## src/mscfg_pkg.sv

```systemverilog
// Package for the memory size configuration block: offsets, fields,
// reset values and decoder boundaries.
// Assumes an 8-bit special register bus from the CPU core.
package mscfg_pkg;
   localparam logic [15:0] MEM_SEL_OFS    = 16'hfff0;
   localparam logic [15:0] EXT_SEL_OFS    = 16'hfff4;
   localparam logic [7:0]  MEM_SEL_RST    = 8'hcf;
   localparam logic [7:0]  EXT_SEL_RST    = 8'h0c;
   localparam logic [7:0]  MEM_SEL_MASK   = 8'hef;
   localparam logic [7:0]  EXT_SEL_MASK   = 8'h1f;
   localparam int          DRAM_MSB       = 7;
   localparam int          DRAM_LSB       = 5;
   localparam int          PMEM_MSB       = 3;
   localparam int          PMEM_LSB       = 0;
   localparam int          EXT_MSB        = 4;
   localparam int          EXT_LSB        = 0;
   localparam logic [2:0]  DRAM_1K        = 3'h6;
   localparam logic [3:0]  PMEM_24K       = 4'h6;
   localparam logic [3:0]  PMEM_32K       = 4'h8;
   localparam logic [4:0]  EXT_ZERO       = 5'h0c;
   localparam logic [15:0] PMEM_END_24K   = 16'h5fff;
   localparam logic [15:0] PMEM_END_32K   = 16'h7fff;
   localparam logic [15:0] DRAM_START     = 16'hfb00;
   localparam logic [10:0] DRAM_BYTES_1K  = 11'h400;

   typedef struct packed {
      logic        wr;
      logic        rd;
      logic [15:0] addr;
      logic [7:0]  wdata;
   } mscfg_req_type;

   typedef struct packed {
      logic        pmem_valid;
      logic [15:0] pmem_end;
      logic        dram_valid;
      logic [15:0] dram_start;
      logic [10:0] dram_bytes;
      logic        ext_valid;
      logic [15:0] ext_bytes;
   } mscfg_map_type;
endpackage : mscfg_pkg

```

## src/mscfg_reg8.sv

```systemverilog
// One 8-bit configuration register with write mask and reset value.
// Assumes a single synchronous write strobe from the bus decode.
`timescale 1ns/1ps
`default_nettype none
module mscfg_reg8 #(
   parameter logic [7:0] RST  = 8'h00,
   parameter logic [7:0] MASK = 8'hff
) (
   // Clock and reset
   input  wire logic       clk,
   input  wire logic       rst_b,
   // Write side
   input  wire logic       we,
   input  wire logic [7:0] wdata,
   // Stored value
   output logic      [7:0] q
);
   logic [7:0] q_r;
   logic [7:0] q_nxt;

   always_comb begin
      q_nxt = q_r;
      if (we) begin
         // Fixed-zero bits never take a written one
         q_nxt = wdata & MASK;
      end
   end

   always_ff @(posedge clk or negedge rst_b) begin
      if (!rst_b) begin
         q_r <= RST;
      end else begin
         q_r <= q_nxt;
      end
   end

   assign q = q_r;
endmodule : mscfg_reg8
`default_nettype wire

```

## src/mscfg_top.sv

```systemverilog
// Memory size configuration registers and the memory map they select.
// Assumes the CPU bus is synchronous to clk and issues 8-bit accesses.
`timescale 1ns/1ps
`default_nettype none
module mscfg_top (
   // Clock and reset
   input  wire logic                  clk,
   input  wire logic                  rst_b,
   // Register access
   input  wire mscfg_pkg::mscfg_req_type req,
   output logic                       rd_hit,
   output logic [7:0]                 rdata,
   // Selected memory map
   output mscfg_pkg::mscfg_map_type   map,
   output logic                       cfg_err
);
   logic       mem_we;
   logic       ext_we;
   logic [7:0] mem_q;
   logic [7:0] ext_q;
   logic [7:0] rdata_r;
   logic [7:0] rdata_nxt;
   logic       hit_r;
   logic       hit_nxt;
   mscfg_pkg::mscfg_map_type map_r;
   mscfg_pkg::mscfg_map_type map_nxt;
   logic [2:0] dram_code;
   logic [3:0] pmem_code;
   logic [4:0] ext_code;

   assign mem_we = req.wr && (req.addr == mscfg_pkg::MEM_SEL_OFS);
   assign ext_we = req.wr && (req.addr == mscfg_pkg::EXT_SEL_OFS);

   mscfg_reg8 #(
      .RST  (mscfg_pkg::MEM_SEL_RST),
      .MASK (mscfg_pkg::MEM_SEL_MASK)
   ) u_mem_sel (
      .clk   (clk),
      .rst_b (rst_b),
      .we    (mem_we),
      .wdata (req.wdata),
      .q     (mem_q)
   );

   mscfg_reg8 #(
      .RST  (mscfg_pkg::EXT_SEL_RST),
      .MASK (mscfg_pkg::EXT_SEL_MASK)
   ) u_ext_sel (
      .clk   (clk),
      .rst_b (rst_b),
      .we    (ext_we),
      .wdata (req.wdata),
      .q     (ext_q)
   );

   assign dram_code = mem_q[mscfg_pkg::DRAM_MSB:mscfg_pkg::DRAM_LSB];
   assign pmem_code = mem_q[mscfg_pkg::PMEM_MSB:mscfg_pkg::PMEM_LSB];
   assign ext_code  = ext_q[mscfg_pkg::EXT_MSB:mscfg_pkg::EXT_LSB];

   // Read data registered one cycle after the read strobe
   always_comb begin
      rdata_nxt = 8'h00;
      hit_nxt   = 1'b0;
      if (req.rd && req.addr == mscfg_pkg::MEM_SEL_OFS) begin
         rdata_nxt = mem_q;
         hit_nxt   = 1'b1;
      end else if (req.rd && req.addr == mscfg_pkg::EXT_SEL_OFS) begin
         rdata_nxt = ext_q;
         hit_nxt   = 1'b1;
      end
   end

   // Decode of the selected capacities; prohibited codes map nothing
   always_comb begin
      map_nxt            = '0;
      map_nxt.dram_start = mscfg_pkg::DRAM_START;
      if (dram_code == mscfg_pkg::DRAM_1K) begin
         map_nxt.dram_valid = 1'b1;
         map_nxt.dram_bytes = mscfg_pkg::DRAM_BYTES_1K;
      end
      case (pmem_code)
         mscfg_pkg::PMEM_24K: begin
            map_nxt.pmem_valid = 1'b1;
            map_nxt.pmem_end   = mscfg_pkg::PMEM_END_24K;
         end
         mscfg_pkg::PMEM_32K: begin
            map_nxt.pmem_valid = 1'b1;
            map_nxt.pmem_end   = mscfg_pkg::PMEM_END_32K;
         end
         default: begin
            map_nxt.pmem_valid = 1'b0;
         end
      endcase
      // Zero bytes of extension RAM is the only legal size
      map_nxt.ext_valid = (ext_code == mscfg_pkg::EXT_ZERO);
      map_nxt.ext_bytes = 16'h0000;
   end

   always_ff @(posedge clk or negedge rst_b) begin
      if (!rst_b) begin
         rdata_r <= 8'h00;
         hit_r   <= 1'b0;
         map_r   <= '0;
      end else begin
         rdata_r <= rdata_nxt;
         hit_r   <= hit_nxt;
         map_r   <= map_nxt;
      end
   end

   assign rdata   = rdata_r;
   assign rd_hit  = hit_r;
   assign map     = map_r;
   // Flags a prohibited setting left in place, e.g. reset value unchanged
   assign cfg_err = !(map_r.dram_valid && map_r.pmem_valid
                      && map_r.ext_valid);
endmodule : mscfg_top
`default_nettype wire

```

## config.mk

```make
export PLATFORM = sky130hd
export DESIGN_NAME = mscfg_top
export DESIGN_NICKNAME = d
export VERILOG_FILES = /design/src/mscfg_pkg.sv /design/src/mscfg_reg8.sv /design/src/mscfg_top.sv
export SDC_FILE = /design/constraint.sdc
export NUM_CORES = 1
export LEC_CHECK = 0
export BUFFER_PORTS_ARGS = -buffer_cell sky130_fd_sc_hd__buf_4
export CORE_MARGIN = 2
export CORE_UTILIZATION = 35
export DETAILED_ROUTE_END_ITERATION = 12
export GPL_TIMING_DRIVEN = 0
export PLACE_DENSITY = 0.75
export SYNTH_ARGS = -nofsm -noshare
export SYNTH_HDL_FRONTEND = slang
export SYNTH_SLANG_ARGS = --single-unit
```

## constraint.sdc

```tcl
create_clock -name clk -period 3.7 [get_ports clk]
set_clock_uncertainty 0.1 [all_clocks]
set_input_delay 0.74 -clock clk [delete_from_list [all_inputs] [get_ports clk]]
set_output_delay 0.74 -clock clk [all_outputs]
set_load 0.05 [all_outputs]
```

==> summary.txt, run 1 <==
Run status
  – Run status: finished, final reports clean

Worst setup path
  – Req. time, crit path: 3.75 ns
  – Worst R2R Setup Slack: 2.34 ns
  – Reg2Reg Capture Point: map[57]
  – Worst R2R Path Depth: 2
  – Worst setup SP type: primary input
  – Largest fanout on the critical path: 5
  – CP Class: primary input to flip-flop
  – CP arrival: 2.32 ns
  – RR Startpoint: u_mem_sel.q[3]
  – Setup crit end kind: flip-flop

Final layout
  – Layout Nets: 259
  – # fillers: 371
  – # diodes: 0
  – Seq. cell area: 661 um2
  – Cell area after layout: 2200 um2
  – Area delta synth->final: 49.7%
  – Area used by multi-input combinational logic: 505 um2
  – Ratio of cells with drive above 1 in the final layout: 0.639

Routing
  – Vias/cell: 3.74
  – Vias: 1047
  – Final wirelength: 2.71 mm
  – Avg WL per Cell: 9.67 um
  – Initial DRC Count: 12
  – DRC viols: 0
  – Detailed Routing Iterations Pass 1: 4
  – Residual antenna-violating net count after detailed routing: 0

Synth
  – Yosys cell types: 24
  – Biggest area consumer among synthesized cells: dfrtp_1
  – Post-synthesis sequential area ratio: 0.449
  – Post-synth EDFFs: 0
  – Synthesized cell area: 1470 um2
  – Primary FF master, synth: dfrtp_1
  – Mapped Avg Cell Area: 11.4 um2
  – Post-synth top cells: buf_4 (57), dfrtp_1 (18), mux2_2 (10), dfstp_2 (8), nor2_1 (5)
  – Area contributors post-synth: dfrtp_1 (31%), buf_4 (29%), dfstp_2 (14%)
  – Register bit count reported by yosys: 26
  – Synthesis Warnings: 0
  – Post-synth top area share: 0.306
  – Post-synthesis async set-or-reset flop share: 1.00
  – Mapped Cells: 129
  – Most frequent cell after synthesis: buf_4

STA
  – Pins Over Slew Limit: 0
  – Setup_tns: 0 ns
  – Final setup violating endpoints: 0
  – Minimum clock period: 2.27 ns
  – Final Hold Viols: 0
  – Tcrit/Tclk final: 0.615
  – Highest clock rate: 440 MHz
  – RSZ-0062 raised after global routing: no

Global routing
  – All-Layer GR Usage: 0.111
  – Initial antenna violation count: 0
  – Largest net degree at the start of global routing: 27
  – Gr ovfl total: 0
  – First-pass GRT wire length: 4.01 mm
  – Vias in the first global route: 923

Power and ir drop
  – PwrDens: 309 nW/um2
  – Seq pwr share: 0.420
  – LEAKAGE: 0.00128 uW
  – Clock share of power: 0.331
  – Internal Pwr Total: 484 uW
  – Logic pwr share: 0.249
  – Psw: 196 uW
  – Peak VDD IR: 0.221 mV
  – Sw Share: 0.289

Clocking
  – Hold_buf cts: 0
  – H-tree Lvls: 1
  – Reg clk slew, reported paths: 0.08 ns
  – Post-CTS sizing: 0
  – Clock Path Buffers: 2
  – CTS tree: built
  – CTS Buf Count: 3
  – CTS Sinks: 26
  – Buffer count from post-CTS setup fixing: 0
  – Skew-Pair Late Insertion Delay: 0.26 ns
  – CTS root buffer: clkbuf_8

Placement
  – GP Congestion: 0.688
  – # port buffers: 62
  – Placed Area: 2130 um2

Floorplanning
  – Die area: 4740 um2
  – Overall die height: 68.8 um
  – I/O Pins: 100
  – Core area: 4030 um2
  – Initial core utilization: 0.365
  – Die W: 68.8 um
  – Standard-cell rows: 23

Hold path
  – Hold Path Class: primary input to asynchronous set/reset pin

Run
  – Max Cap Viol: 0
==> worst max-delay path: stages <==
cell and delay (ns):
buf_4 0.11, or4b_4 0.55, nor4_4 0.38, nand3_2 0.20, mux2_1 0.34
==> how the worst max path moves through the flow <==
| stage | depth (start not counted) | startpoint | to |
|---|---|---|---|
| 2_1_floorplan | 4 | req[9] | u_ext_sel.q[4] |
| 3_3_place_gp | 5 | req[9] | u_ext_sel.q[4] |
| 3_5_place_dp | 5 | req[9] | u_ext_sel.q[4] |
| 4_1_cts | 5 | req[9] | u_ext_sel.q[4] |
| 5_1_grt | 5 | req[9] | u_ext_sel.q[4] |
| 6_report | 5 | req[9] | u_ext_sel.q[4] |
==> kinds of logic (layout without fill, tap and decap cells) <==
| kind of cell | Yosys count | in the layout | share of synthesized area |
|---|---|---|---|
| other | 2 | 37 | 0.00510 |
| DFF | 26 | 26 | 0.449 |
| buffers and inverters | 59 | 125 | 0.297 |
| muxes | 16 | 16 | 0.119 |
| and+or+nand+nor | 25 | 25 | 0.127 |
| AOI/OAI and AO/OA | 1 | 1 | 0.00340 |
==> sequential cells by signal (all words and copies together), names as in the netlist <==
signal and cells:
rd_hit 1, u_ext_sel.q 5, rdata 8, u_mem_sel.q 7
map 5
==> power by group through the flow <==
stage | logic (uW) | clock network (uW) | registers, uW
after global placement | 168 | 0 | 291
after CTS | 168 | 233 | 286
final | 169 | 225 | 286
after floorplan | 132 | 0 | 293
after global routing | 181 | 240 | 286
after detailed placement | 168 | 0 | 291
==> metrics by stage <==
step	setup slack, ns	util	hold WS (ns)	std cells	total power (uW)
2_1_floorplan	1.34	-	0.322	164	425
3_3_place_gp	1.13	0.529	0.346	276	459
3_5_place_dp	1.13	0.529	0.349	276	460
4_1_cts	1.41	0.547	0.276	280	687
5_1_grt	1.34	0.547	0.296	280	707
6_report	1.43	0.547	0.266	280	681
==> layout make-up <==
type,count,share of cell area
Inverter,1,0.00170
Buffer,58,0.197
Clock inverter,1,0.0136
Sequential cell,26,0.300
Tap cell,50,0.0284
Timing Repair Buffer,62,0.211
Multi-Input combinational cell,79,0.230
Clock buffer,3,0.0188
==> layer usage <==
metal / track usage / up-vias / share of wire
li1: - / 536 / -
met1: 0.113 / 451 / 0.33
met2: 0.227 / 58 / 0.52
met3: 0.0211 / 2 / 0.14
met4: 0.0294 / 0 / 0.0078
met5: 0 / - / 0
==> layout by cell type (no fill, tap or decap) <==
cell type | synthesis | final
a21oi_1 | 1 | 1
and3b_1 | 1 | 1
buf_2 | 1 | 1
buf_4 | 57 | 119
bufinv_16 | 0 | 1
clkbuf_8 | 0 | 3
conb_1 | 2 | 37
dfrtp_1 | 18 | 18
dfstp_2 | 8 | 8
inv_1 | 1 | 1
mux2_1 | 2 | 2
mux2_2 | 10 | 10
mux2i_1 | 4 | 4
nand2_1 | 3 | 3
nand3_1 | 2 | 2
nand3_2 | 1 | 1
nand3b_1 | 1 | 1
nand3b_4 | 1 | 1
nand4_1 | 2 | 2
nor2_1 | 5 | 5
nor3b_1 | 3 | 3
nor4_1 | 2 | 2
nor4_4 | 1 | 1
nor4b_1 | 1 | 1
or3b_2 | 1 | 1
or4b_4 | 1 | 1
No activity file was read; power rests on OpenSTA's default activity.
==> run 2: changes to the inputs <==
--- a/config.mk
+++ b/config.mk
@@ -5,12 +5,13 @@
 export SDC_FILE = /design/constraint.sdc
 export NUM_CORES = 1
 export LEC_CHECK = 0
+export ABC_AREA = 1
 export BUFFER_PORTS_ARGS = -buffer_cell sky130_fd_sc_hd__buf_4
 export CORE_MARGIN = 2
 export CORE_UTILIZATION = 35
 export DETAILED_ROUTE_END_ITERATION = 12
 export GPL_TIMING_DRIVEN = 0
-export PLACE_DENSITY = 0.75
+export PLACE_DENSITY = 0.73
 export SYNTH_ARGS = -nofsm -noshare
 export SYNTH_HDL_FRONTEND = slang
 export SYNTH_SLANG_ARGS = --single-unit
==> constraint.sdc (replaced) <==
create_clock -name clk -period 2.1 [get_ports clk]
set_clock_uncertainty 0.1 [all_clocks]
set_input_delay 0.42 -clock clk [delete_from_list [all_inputs] [get_ports clk]]
set_output_delay 0.42 -clock clk [all_outputs]
set_load 0.05 [all_outputs]
==> run 2 against run 1 <==
Net effect:
- via count rose by 29%
- worst setup slack worse by 1.1 ns
- sequential power rose by 76%
- core utilization down 1.7 points
- flip-flop and latch count stayed put
- clock power is 24% higher
==> summary.txt, run 2 <==
Run
  – Max Cap Viol: 0 (unchanged)

Clocking
  – Skew-Pair Late Insertion Delay: 0.27 ns (about the same)
  – CTS Buf Count: 3 (unchanged)
  – Hold_buf cts: 1 (+1)
  – CTS Sinks: 26 (unchanged)
  – Clock Path Buffers: 2 (unchanged)
  – Post-CTS sizing: 0 (unchanged)
  – CTS tree: built
  – H-tree Lvls: 1 (unchanged)
  – Reg clk slew, reported paths: 0.09 ns (about the same)
  – CTS root buffer: clkbuf_8
  – Buffer count from post-CTS setup fixing: 0 (unchanged)

Synth
  – Biggest area consumer among synthesized cells: dfrtp_1
  – Post-synth top area share: 0.278 (-0.0279)
  – Area contributors post-synth: dfrtp_1 (28%), buf_4 (27%), dfstp_2 (13%)
  – Mapped Cells: 192 (+49%)
  – Synthesized cell area: 1620 um2 (+10%)
  – Register bit count reported by yosys: 26 (unchanged)
  – Post-synthesis sequential area ratio: 0.408 (-0.0409)
  – Synthesis Warnings: 0 (unchanged)
  – Post-synthesis async set-or-reset flop share: 1.00 (unchanged)
  – Post-synth EDFFs: 0 (unchanged)
  – Most frequent cell after synthesis: buf_4
  – Mapped Avg Cell Area: 8.43 um2 (-26%)
  – Post-synth top cells: buf_4 (58), nand2_1 (45), dfrtp_1 (18), nand3_1 (13)
  – Yosys cell types: 20 (-17%)
  – Primary FF master, synth: dfrtp_1

STA
  – Pins Over Slew Limit: 0 (unchanged)
  – Final Hold Viols: 0 (unchanged)
  – Minimum clock period: 1.78 ns
  – Final setup violating endpoints: 0 (unchanged)
  – Setup_tns: 0 ns (unchanged)
  – Tcrit/Tclk final: 0.849
  – Highest clock rate: 561 MHz
  – RSZ-0062 raised after global routing: no

Global routing
  – All-Layer GR Usage: 0.119 (+0.00719)
  – First-pass GRT wire length: 4.93 mm (+23%)
  – Vias in the first global route: 1160 (+26%)
  – Initial antenna violation count: 0 (unchanged)
  – Gr ovfl total: 0 (unchanged)
  – Largest net degree at the start of global routing: 27 (unchanged)

Final layout
  – Area delta synth->final: 44.3%
  – Final Util: 0.529 (-0.0174)
  – Commonest cells after routing, fill and taps aside: buf_4 (120), nand2_1 (45), conb_1 (37)
  – Layout Nets: 323 (+25%)
  – Commonest non-fill, non-tap cell in the layout: buf_4
  – # diodes: 0 (unchanged)
  – Ratio of cells with drive above 1 in the final layout: 0.490 (-0.149)
  – Layout Cells excl Fill: 346 (+24%)
  – Max reg flops: 8 (unchanged)

Power and ir drop
  – LEAKAGE: 0.00139 uW (+8.9%)
  – Peak VDD IR: 0.228 mV (+3.3%)
  – PwrDens: 469 nW/um2 (+52%)

Hold path
  – WHS Endpoint: u_ext_sel.q[4]
  – Hold Path Class: primary input to flip-flop
  – Hold path startpoint: req[4]
  – Worst hold path stage count: 3

Floorplanning
  – Die area: 5190 um2 (+9.4%)
  – Standard-cell rows: 24 (+4.3%)
  – I/O Pins: 100 (unchanged)
  – Initial core utilization: 0.367 (+0.00156)
  – Die W: 72.0 um (+4.6%)
  – Overall die height: 72.0 um (+4.6%)
  – Core area: 4410 um2 (+9.6%)

Worst setup path
  – Largest fanout on the critical path: 16 (+11)
  – Worst path top cell family by delay: flip-flops
  – RR Startpoint: u_ext_sel.q[3]
  – CP arrival: 1.26 ns (-1.06 ns)
  – Worst R2R Path Depth: 2 (unchanged)
  – CP max stage cell: dfrtp_1
  – Worst path depth: 2 (-3)
  – CP Class: flip-flop to output port
  – Req. time, crit path: 1.58 ns (-2.17 ns)
  – Cells along the critical path: nand3_1 -> buf_4
  – Worst R2R Setup Slack: 1.00 ns (-1.34 ns)
  – Worst path bufs/invs: 1 (unchanged)
  – Worst setup SP type: flip-flop
  – Critical Path Max Stage Delay: 0.62 ns (+0.07 ns)
  – Setup crit end kind: output port
  – Reg2Reg Capture Point: map[16]

Placement
  – Dpl cells: 341 (+24%)
  – # port buffers: 62 (unchanged)
  – GP Congestion: 0.781 (+14%)
  – DP Wirelength: 2.52 mm

Routing
  – Residual antenna-violating net count after detailed routing: 0 (unchanged)
  – Vias/cell: 3.90 (+4.4%)
  – Detailed Routing Iterations Pass 1: 4 (unchanged)
  – DRC viols: 0 (unchanged)
  – Final wirelength: 2.99 mm (+10%)
  – Initial DRC Count: 36 (+24)
  – Vias: 1351 (+29%)
  – Avg WL per Cell: 8.64 um (-11%)

Run status
  – Run status: finished, final reports clean
==> run 2: changes by cell type after synthesis, sizes merged, moves of 3 or more <==
cell   delta
nor2     +11
buf       +3
nand2    +44
nand3    +12
nand4     +9
inv      +11
mux2i     -4
mux2     -12
nor3b     -3
==> run 2: logic make-up after synthesis <==
| logic type | synth area share |
|---|---|
| other | 0.00464 |
| DFF | 0.408 |
| buffers and inverters | 0.312 |
| and+or+nand+nor | 0.275 |
==> run 2: layer usage <==
metal	vias up	GRT usage	routed length, um
met2	71	0.203	1330
met5	-	0	0
met3	4	0.0375	421
li1	715	-	-
met1	561	0.140	1200
met4	0	0.0440	37
==> run 2: layout make-up <==
class / count / area [um2]
buffer: 61 / 460
sequential: 26 / 661
fill: 428 / 2080
multi-input combinational: 128 / 584
inverter: 12 / 45.0
clock buffer: 4 / 45.0
timing repair buffer: 63 / 475
tap: 52 / 65.1
==> run 2: worst max-delay path by stage <==
stage | endpoint | slack, ns | from
5_1_grt | cfg_err | 0.20 | map[57]
6_report | cfg_err | 0.32 | map[57]
3_3_place_gp | cfg_err | 0.56 | map[57]
4_1_cts | cfg_err | 0.27 | map[57]
3_5_place_dp | cfg_err | 0.56 | map[57]
2_1_floorplan | cfg_err | 0.16 | map[57]
==> run 2: report_power, final <==
part           switching (uW)  internal (uW)  leakage [uW]
Sequential               1.75            502      0.000332
Combinational             212           99.8       0.00104
Clock                     144            136     0.0000228
==> run 2: worst reg2reg max path: stages (launching register included) <==
cell     delay, ns
dfstp_2       0.55
nand2_1       0.06
nor4_1        0.27
==> run 2: through the flow <==
step	hold WS (ns)	cell area, um2	worst slack, ns	power [uW]
final	0.276	2340	0.316	1100
after global routing	0.292	2340	0.195	1130
after detailed placement	0.235	2280	0.558	822
after global placement	0.236	2280	0.563	821
after CTS	0.277	2340	0.267	1100
after floorplan	0.0244	1750	0.158	757
